$ cat src/verilog/bpw_pkg.sv
// Purpose: Shared constants for the prefetchable and I/O window register bank
// Assumes: 32-bit register port, byte offsets as printed
// Notes: Low I/O nibbles live here as plain ports, their register is elsewhere
package bpw_pkg;
  // Register byte offsets
  localparam logic [7:0] BPW_OFF_PF_LOW = 8'h24;
  localparam logic [7:0] BPW_OFF_PF_BASE_HI = 8'h28;
  localparam logic [7:0] BPW_OFF_PF_LIMIT_HI = 8'h2C;
  localparam logic [7:0] BPW_OFF_IO_HI = 8'h30;
  // Field positions in the low prefetch register
  localparam int BPW_TOP_LSB = 20;
  localparam int BPW_BOT_LSB = 4;
  localparam int BPW_TOP_CAP_LSB = 16;
  localparam int BPW_BOT_CAP_LSB = 0;
  // Read-only capability value, 64-bit addressing
  localparam logic [3:0] BPW_CAP_64 = 4'h1;
  // Reset values
  localparam logic [31:0] BPW_RST_PF_LOW = 32'h00010001;
  localparam logic [31:0] BPW_RST_WORD = 32'h00000000;
  // Implied low address bits
  localparam logic [19:0] BPW_PF_TOP_FILL = 20'hFFFFF;
  localparam logic [19:0] BPW_PF_BOT_FILL = 20'h00000;
  localparam logic [11:0] BPW_IO_TOP_FILL = 12'hFFF;
  localparam logic [11:0] BPW_IO_BOT_FILL = 12'h000;
endpackage : bpw_pkg

$ cat src/verilog/bpw_range_chk.sv
// Purpose: Inclusive range compare of an address against a window
// Assumes: Bottom and top already assembled
// Notes: Empty window when bottom is above top, so nothing matches
module bpw_range_chk #(
  parameter int W = 64
) (
  input wire logic [W-1:0] addr_i,
  input wire logic [W-1:0] bottom_i,
  input wire logic [W-1:0] top_i,
  output logic hit_o
);
  // Both ends count as inside
  assign hit_o = (addr_i >= bottom_i) && (addr_i <= top_i);
endmodule : bpw_range_chk

$ cat src/verilog/bpw_window_regs.sv
// Purpose: Prefetchable memory window and upper I/O window registers with decode
// Assumes: Single clock, synchronous active-low reset, plain register port
// Notes: Decode outputs are registered, so a hit shows one cycle after the address
// Function
// (RULE1) Top field bits 31:20, low bits ones
// (RULE2) Bottom field bits 15:4, low bits zero
// (RULE3) Capability nibbles read-only, read 0x1
// (RULE4) Offset 0x028 gives bottom bits 63:32
// (RULE5) Offset 0x02C gives top bits 63:32
// (RULE6) I/O upper bits 31:16 give top
// (RULE7) I/O upper bits 15:0 give bottom
// (RULE8) Low I/O top nibble, low bits ones
// (RULE9) Low I/O bottom nibble, low bits zero
// (RULE10) Forward inside inclusive window, ignore read-only writes
module bpw_window_regs (
  input wire logic clock_i,
  input wire logic rstn_i,
  input wire logic [7:0] addr_i,
  input wire logic [31:0] wdata_i,
  input wire logic wr_i,
  input wire logic rd_i,
  output logic [31:0] rdata_o,
  input wire logic [3:0] io_base_low_i,
  input wire logic [3:0] io_window_top_low_i,
  input wire logic [63:0] mem_req_addr_i,
  input wire logic [31:0] io_req_addr_i,
  output logic mem_fwd_o,
  output logic io_fwd_o,
  output logic [63:0] pf_bottom_o,
  output logic [63:0] pf_top_o,
  output logic [31:0] io_bottom_o,
  output logic [31:0] io_top_o
);
  import bpw_pkg::*;

  // Writable fields only; the capability nibbles are not stored
  logic [11:0] window_top_field_ff;
  logic [11:0] bottom_field_ff;
  logic [31:0] base_hi_ff;
  logic [31:0] limit_hi_ff;
  logic [15:0] io_window_top_ff;
  logic [15:0] io_bottom_hi_ff;
  logic [31:0] rdata_ff;
  logic mem_fwd_ff;
  logic io_fwd_ff;
  logic [31:0] nxt_rdata;
  logic mem_hit;
  logic io_hit;

  // Reset image of the low prefetch register, split into its fields
  localparam logic [11:0] RST_TOP = BPW_RST_PF_LOW[31:20];
  localparam logic [11:0] RST_BOT = BPW_RST_PF_LOW[15:4];

  // Write decode helper
  function automatic logic hit_wr(input logic [7:0] a, input logic [7:0] off, input logic w);
    return w && (a == off);
  endfunction : hit_wr

  // Low prefetch register write
  always_ff @(posedge clock_i) begin
    if (!rstn_i) begin
      window_top_field_ff <= RST_TOP;
      bottom_field_ff <= RST_BOT;
    end else if (hit_wr(addr_i, BPW_OFF_PF_LOW, wr_i)) begin
      // (RULE3) capability bits dropped
      // (RULE10) read-only nibbles ignored
      window_top_field_ff <= wdata_i[31:BPW_TOP_LSB];
      bottom_field_ff <= wdata_i[15:BPW_BOT_LSB];
    end
  end

  // Upper words of prefetch window
  always_ff @(posedge clock_i) begin
    if (!rstn_i) begin
      base_hi_ff <= BPW_RST_WORD;
      limit_hi_ff <= BPW_RST_WORD;
    end else begin
      // (RULE4) base upper word
      if (hit_wr(addr_i, BPW_OFF_PF_BASE_HI, wr_i)) begin
        base_hi_ff <= wdata_i;
      end
      // (RULE5) limit upper word
      if (hit_wr(addr_i, BPW_OFF_PF_LIMIT_HI, wr_i)) begin
        limit_hi_ff <= wdata_i;
      end
    end
  end

  // I/O upper halves
  always_ff @(posedge clock_i) begin
    if (!rstn_i) begin
      io_window_top_ff <= BPW_RST_WORD[31:16];
      io_bottom_hi_ff <= BPW_RST_WORD[15:0];
    end else if (hit_wr(addr_i, BPW_OFF_IO_HI, wr_i)) begin
      // (RULE6) top halves
      io_window_top_ff <= wdata_i[31:16];
      // (RULE7) bottom halves
      io_bottom_hi_ff <= wdata_i[15:0];
    end
  end

  // Read mux; unmapped offsets read zero
  always_comb begin
    nxt_rdata = 32'h00000000;
    case (addr_i)
      BPW_OFF_PF_LOW: begin
        // (RULE3) constant capability nibbles
        nxt_rdata = {window_top_field_ff, BPW_CAP_64, bottom_field_ff, BPW_CAP_64};
      end
      BPW_OFF_PF_BASE_HI: nxt_rdata = base_hi_ff;
      BPW_OFF_PF_LIMIT_HI: nxt_rdata = limit_hi_ff;
      BPW_OFF_IO_HI: nxt_rdata = {io_window_top_ff, io_bottom_hi_ff};
      default: nxt_rdata = 32'h00000000;
    endcase
  end

  // Read data stands only in the cycle after the strobe
  always_ff @(posedge clock_i) begin
    if (!rstn_i) begin
      rdata_ff <= BPW_RST_WORD;
    end else if (rd_i) begin
      rdata_ff <= nxt_rdata;
    end else begin
      rdata_ff <= 32'h00000000;
    end
  end
  assign rdata_o = rdata_ff;

  // Window assembly
  // (RULE1) top low bits ones
  // (RULE5) top high word joined
  assign pf_top_o = {limit_hi_ff, window_top_field_ff, BPW_PF_TOP_FILL};
  // (RULE2) bottom low bits zero
  // (RULE4) bottom high word joined
  assign pf_bottom_o = {base_hi_ff, bottom_field_ff, BPW_PF_BOT_FILL};
  // (RULE8) I/O top fill ones
  assign io_top_o = {io_window_top_ff, io_window_top_low_i, BPW_IO_TOP_FILL};
  // (RULE9) I/O bottom fill zero
  assign io_bottom_o = {io_bottom_hi_ff, io_base_low_i, BPW_IO_BOT_FILL};

  // Range compares share one module
  bpw_range_chk #(.W(64)) u_mem_chk (
    .addr_i(mem_req_addr_i),
    .bottom_i(pf_bottom_o),
    .top_i(pf_top_o),
    .hit_o(mem_hit)
  );
  bpw_range_chk #(.W(32)) u_io_chk (
    .addr_i(io_req_addr_i),
    .bottom_i(io_bottom_o),
    .top_i(io_top_o),
    .hit_o(io_hit)
  );

  // Registered forward decisions; timing cut after wide compares
  // (RULE10) inclusive forward decode
  always_ff @(posedge clock_i) begin
    if (!rstn_i) begin
      mem_fwd_ff <= 1'b0;
      io_fwd_ff <= 1'b0;
    end else begin
      mem_fwd_ff <= mem_hit;
      io_fwd_ff <= io_hit;
    end
  end
  assign mem_fwd_o = mem_fwd_ff;
  assign io_fwd_o = io_fwd_ff;

  // Register field checks; each write is judged by what the next cycle shows
  // Checks watch only what this block drives; the strobes come from outside
  a_cap_read: assert property (@(posedge clock_i) disable iff (!rstn_i) // RULE3
    (rd_i && addr_i == BPW_OFF_PF_LOW) |=> (rdata_o[19:16] == 4'h1 && rdata_o[3:0] == 4'h1))
    else $error("capability nibble not 0x1");
  a_top_fill: assert property (@(posedge clock_i) disable iff (!rstn_i) // RULE1
    (wr_i && addr_i == BPW_OFF_PF_LOW) |=> pf_top_o[31:0] == {$past(wdata_i[31:20]), 20'hFFFFF})
    else $error("prefetch top not from write");
  a_bot_fill: assert property (@(posedge clock_i) disable iff (!rstn_i) // RULE2
    (wr_i && addr_i == BPW_OFF_PF_LOW) |=> pf_bottom_o[31:0] == {$past(wdata_i[15:4]), 20'h0})
    else $error("prefetch bottom not from write");
  a_base_hi: assert property (@(posedge clock_i) disable iff (!rstn_i) // RULE4
    (wr_i && addr_i == BPW_OFF_PF_BASE_HI) |=> pf_bottom_o[63:32] == $past(wdata_i))
    else $error("base upper word not written");
  a_limit_hi: assert property (@(posedge clock_i) disable iff (!rstn_i) // RULE5
    (wr_i && addr_i == BPW_OFF_PF_LIMIT_HI) |=> pf_top_o[63:32] == $past(wdata_i))
    else $error("limit upper word not written");
  a_io_top: assert property (@(posedge clock_i) disable iff (!rstn_i) // RULE6
    (wr_i && addr_i == BPW_OFF_IO_HI) |=> io_top_o[31:16] == $past(wdata_i[31:16]))
    else $error("I/O top upper half wrong");
  a_io_bot: assert property (@(posedge clock_i) disable iff (!rstn_i) // RULE7
    (wr_i && addr_i == BPW_OFF_IO_HI) |=> io_bottom_o[31:16] == $past(wdata_i[15:0]))
    else $error("I/O bottom upper half wrong");

  // Fill checks hold every cycle, since the low nibbles are levels from outside
  a_io_fill: assert property (@(posedge clock_i) disable iff (!rstn_i) // RULE8
    io_top_o[11:0] == 12'hFFF && io_top_o[15:12] == io_window_top_low_i)
    else $error("I/O top fill wrong");
  a_io_bfill: assert property (@(posedge clock_i) disable iff (!rstn_i) // RULE9
    io_bottom_o[11:0] == 12'h000 && io_bottom_o[15:12] == io_base_low_i)
    else $error("I/O bottom fill wrong");

  // Forward decode checks, both outcomes, so a stuck output cannot pass
  // Compares are written out here rather than reusing the checker's output
  a_mem_fwd: assert property (@(posedge clock_i) disable iff (!rstn_i) // RULE10
    (mem_req_addr_i >= pf_bottom_o && mem_req_addr_i <= pf_top_o) |=> mem_fwd_o)
    else $error("memory request inside window not forwarded");
  a_mem_nofwd: assert property (@(posedge clock_i) disable iff (!rstn_i) // RULE10
    !(mem_req_addr_i >= pf_bottom_o && mem_req_addr_i <= pf_top_o) |=> !mem_fwd_o)
    else $error("memory request outside window forwarded");
  a_io_fwd: assert property (@(posedge clock_i) disable iff (!rstn_i) // RULE10
    (io_req_addr_i >= io_bottom_o && io_req_addr_i <= io_top_o) |=> io_fwd_o)
    else $error("I/O request inside window not forwarded");
  a_io_nofwd: assert property (@(posedge clock_i) disable iff (!rstn_i) // RULE10
    !(io_req_addr_i >= io_bottom_o && io_req_addr_i <= io_top_o) |=> !io_fwd_o)
    else $error("I/O request outside window forwarded");

  // Scenario covers
  c_mem_hit: cover property (@(posedge clock_i) disable iff (!rstn_i) mem_fwd_o);
  c_io_hit: cover property (@(posedge clock_i) disable iff (!rstn_i) io_fwd_o);
  // Write then read of the low register
  c_rd_low: cover property (@(posedge clock_i) disable iff (!rstn_i)
    wr_i && addr_i == BPW_OFF_PF_LOW ##1 rd_i && addr_i == BPW_OFF_PF_LOW);
  c_io_wr: cover property (@(posedge clock_i) disable iff (!rstn_i)
    wr_i && addr_i == BPW_OFF_IO_HI);
  // Forward output falls when the address leaves the window
  c_fwd_drop: cover property (@(posedge clock_i) disable iff (!rstn_i)
    mem_fwd_o ##1 !mem_fwd_o);
endmodule : bpw_window_regs

$ cat config.mk
export PLATFORM = sky130hd
export DESIGN_NAME = bpw_window_regs
export DESIGN_NICKNAME = d
export VERILOG_FILES = /design/src/verilog/bpw_pkg.sv /design/src/verilog/bpw_range_chk.sv /design/src/verilog/bpw_window_regs.sv
export SDC_FILE = /design/constraint.sdc
export NUM_CORES = 1
export LEC_CHECK = 0
export ABC_AREA = 1
export ABC_CLOCK_PERIOD_IN_PS = 3000
export BUFFER_PORTS_ARGS = -buffer_cell sky130_fd_sc_hd__buf_2
export CAP_MARGIN = 40
export CORE_MARGIN = 8
export CORE_UTILIZATION = 54
export CTS_CLUSTER_SIZE = 28
export DETAILED_ROUTE_END_ITERATION = 7
export GPL_TIMING_DRIVEN = 0
export PLACE_DENSITY = 0.87
export SLEW_MARGIN = 40
export SYNTH_ARGS = -nofsm -noshare
export SYNTH_HDL_FRONTEND = slang
export SYNTH_SLANG_ARGS = --single-unit
$ cat constraint.sdc
create_clock -name clock_i -period 3 [get_ports clock_i]
set_clock_uncertainty 0.2 [all_clocks]
set_input_delay 0.15 -clock clock_i [delete_from_list [all_inputs] [get_ports clock_i]]
set_output_delay 0.15 -clock clock_i [all_outputs]
set_load 0.02 [all_outputs]
==> metrics.csv <==
stage,metric,value,unit
power_and_ir_drop,peakVddDrop,0.410,mV
floorplanning,initial_utilization,55.4,%
grt,grt_pass1_vias,10900,
logic_synthesis,synthFlopType,dfxtp_1,
route,drtAntennaViolNets,0,
clocking,htreeDepth,4,
sta,min_period,2860,ps
power_and_ir_drop,power_leakage,0.00615,uW
cells_and_area,area_growth,32.2,%
floorplanning,dieHeight,149,um
sta,max_clock_freq,349,MHz
logic_synthesis,syn_inst,1300,
route,drc,0,
sta,slew_headroom,58.2,%
route,vias_per_cell,5.60,
clocking,clk_path_buf_depth,2,
clocking,clk_pin_slew,60,ps
clocking,clock_latency,440,ps
worst_setup_path,cp-endpoint,io_fwd_o,
sta,report.final.slew_viol_count,0,
clocking,cts_setup_buffers,0,
worst_setup_path,crit_top_cell,dlygate4sd3_1,
worst_setup_path,cp.depth,11,
floorplanning,core_region_area,0.0173,mm2
worst_setup_path,path_buf_inv,5,
grt,antenna_found_initial,7,
logic_synthesis,ys_ff_latch,154,
route,routedWlPerCell,20.5,um
cells_and_area,stdcell_count,1977,
route,via_count,11100,
cells_and_area,drive_gt1_share,26.4,%
logic_synthesis,ys_async_sr_fraction,0,%
worst_setup_path,arrival,3030,ps
clocking,cts_tree,yes,
floorplanning,ios,374,
logic_synthesis,yosys_warnings,0,
grt,grt_pass1_wl,59500,um
worst_setup_path,crit_required,3160,ps
worst_setup_path,max_stage_delay,580,ps
placed_design,port_buffers,308,
clocking,clock-sinks,154,
grt,grt_util_all_layers,34.7,%
cells_and_area,final_cell_mix,"buf_2, a21oi_1, inv_1",
grt,grt_max_degree,17,
worst_setup_path,reg2reg_to,io_fwd_o,
placed_design,gp_congestion,0.979,
sta,post-route-period-util,95.5,%
logic_synthesis,yosys.cell_types.count,30,
clocking,root_buffer,clkbuf_16,
worst_setup_path,startpoint_type,input port,
floorplanning,die-width,149,um
worst_setup_path,ff2ff_path_depth,11,
grt,grt-ovfl-total,0,
route,drt_wl_total,40500,um
sta,hold_viol_final,0,
worst_setup_path,critPathSlowestCell,dlygate4sd3_1,
logic_synthesis,synth_edf_count,0,
floorplanning,rows,48,
worst_setup_path,rrSetupSlack,340,ps
worst_setup_path,cp-startpoint,io_req_addr_i[1],
run_status,status,finished clean,
placed_design,dp.cells,1895,
flow_run,drv_cap,0,
cells_and_area,final_util,73.2,%
sta,finalSetupViolCount,0,
route,drtPass1Iterations,8,
sta,rsz0062_at_grt,false,
logic_synthesis,yosysSeqAreaShare,32.2,%
placed_design,hpwl,32100,um
worst_setup_path,critPathTopFamily,buffers and inverters,
worst_hold_path,worstHoldStart,mem_req_addr_i[14],
clocking,cts_buffers,17,
cells_and_area,nNetsFinal,2006,
cells_and_area,final_common_cell,buf_2,
logic_synthesis,synth_area_per_cell,7.37,um2
worst_hold_path,min_path_type,input port to flip-flop,
logic_synthesis,syn-cell-area,0.00958,mm2
worst_setup_path,endpoint_kind,flip-flop,
worst_setup_path,crit_path_max_fanout,2,
worst_setup_path,worstSetupPathType,input port to flip-flop,
sta,tightest_slew,627,ps
floorplanning,die-area,0.0223,mm2
sta,final.setup.tns,0,ps
route,first_iter_violations,1284,
worst_setup_path,cp_cell_sequence,"dlygate4sd3_1, buf_2, nand2_1, dlygate4sd3_1, nor3_1, dlygate4sd3_1, nand3_1, dlygate4sd3_1, nand2_1, nand2_1, nor2_1",
worst_setup_path,worstReg2RegStart,io_window_top_ff[7],
power_and_ir_drop,p_per_area,397,mW/mm2
[registers in the layout (all words and copies together), names as in the netlist]
register,count
limit_hi_ff,32
io_bottom_hi_ff,16
io_window_top_ff,16
rdata_o,32
io_fwd_o,1
bottom_field_ff,12
window_top_field_ff,12
mem_fwd_o,1
base_hi_ff,32
[what timing repair did]
item                       in CTS  in global routing
setup endpoints to repair       0                  1
resized for setup               0                  1
hold buffers                   42                  0
hold endpoints to repair      122                  0
[report_power, final]
group	internal (uW)	switching [uW]	total, uW
Clock	1250	987	2240
Sequential	2050	3.22	2050
Combinational	312	433	745
Total	3610	1420	5030
[synth_stat cells (2+ instances only)]
master | n | area (um2)
o22ai_1 | 31 | 194
nand4_1 | 17 | 106
o21a_1 | 4 | 30.0
and2_1 | 5 | 31.3
nand2_1 | 178 | 668
buf_4 | 73 | 548
nor2_1 | 60 | 225
a21oi_1 | 224 | 1120
conb_1 | 2 | 7.51
inv_1 | 186 | 698
clkbuf_1 | 15 | 56.3
nor3_1 | 8 | 40.0
o21ai_0 | 119 | 596
buf_2 | 26 | 130
nor4_1 | 5 | 31.3
nand3_1 | 21 | 105
buf_6 | 4 | 45.0
nand2_2 | 7 | 43.8
inv_2 | 4 | 15.0
dfxtp_1 | 154 | 3080
a21o_1 | 6 | 45.0
ha_1 | 128 | 1600
nor3_2 | 3 | 30.0
o21ai_1 | 14 | 70.1
[logic make-up (layout without fill, tap and decap cells)]
| group | after synthesis | in the layout | synth area share (%) |
|---|---|---|---|
| other | 2 | 73 | 0.0784 |
| DFF | 154 | 154 | 32.2 |
| adders and majority gates | 128 | 128 | 16.7 |
| buffers and inverters | 310 | 691 | 15.7 |
| AOI/OAI and AO/OA | 399 | 399 | 21.6 |
| and+or+nand+nor | 307 | 307 | 13.7 |
[per-layer routing]
metal  track usage [%]  wire length [um]  vias to the layer above
li1                  -                 -                     5081
met1              40.2             14700                     4988
met2              56.6             18700                      816
met3              9.50              4970                      180
met4              20.1              2170                        0
met5                 0                 0                        -
[layout make-up]
type | count | area, um2
clock buffer | 18 | 429
multi-input combinational | 898 | 5230
sequential | 154 | 3080
inverter | 191 | 719
tap | 225 | 282
timing repair buffer | 349 | 1950
fill | 1389 | 4630
antenna | 9 | 22.5
clock inverter | 14 | 164
buffer | 119 | 785
[tightest hold or removal path, delay by kind of cell]
| kind | cells | cell delay, ps |
|---|---|---|
| AND/OR/NAND/NOR | 6 | 360 |
| buffers and inverters | 1 | 110 |
[metrics by stage]
step           setup WS, ps  total power (uW)  hold slack [ps]  cell area [um2]
6_report                136              5030             38.4            12700
5_1_grt                 106              5170             61.5            12700
4_1_cts                 135              4990             17.4            12600
3_5_place_dp            857              2770              271            11600
3_3_place_gp            917              2750              257            11600
2_1_floorplan          1170              2520              112             9810
[how the worst min path moves through the flow]
stage          cells after the start                 end  slack [ps]
2_1_floorplan                      2  bottom_field_ff[0]         110
3_3_place_gp                       3  io_bottom_hi_ff[0]         260
3_5_place_dp                       3  io_bottom_hi_ff[0]         270
4_1_cts                            7           mem_fwd_o          20
5_1_grt                            7           mem_fwd_o          60
6_report                           7           mem_fwd_o          40
No activity file was read; power rests on OpenSTA's default activity.
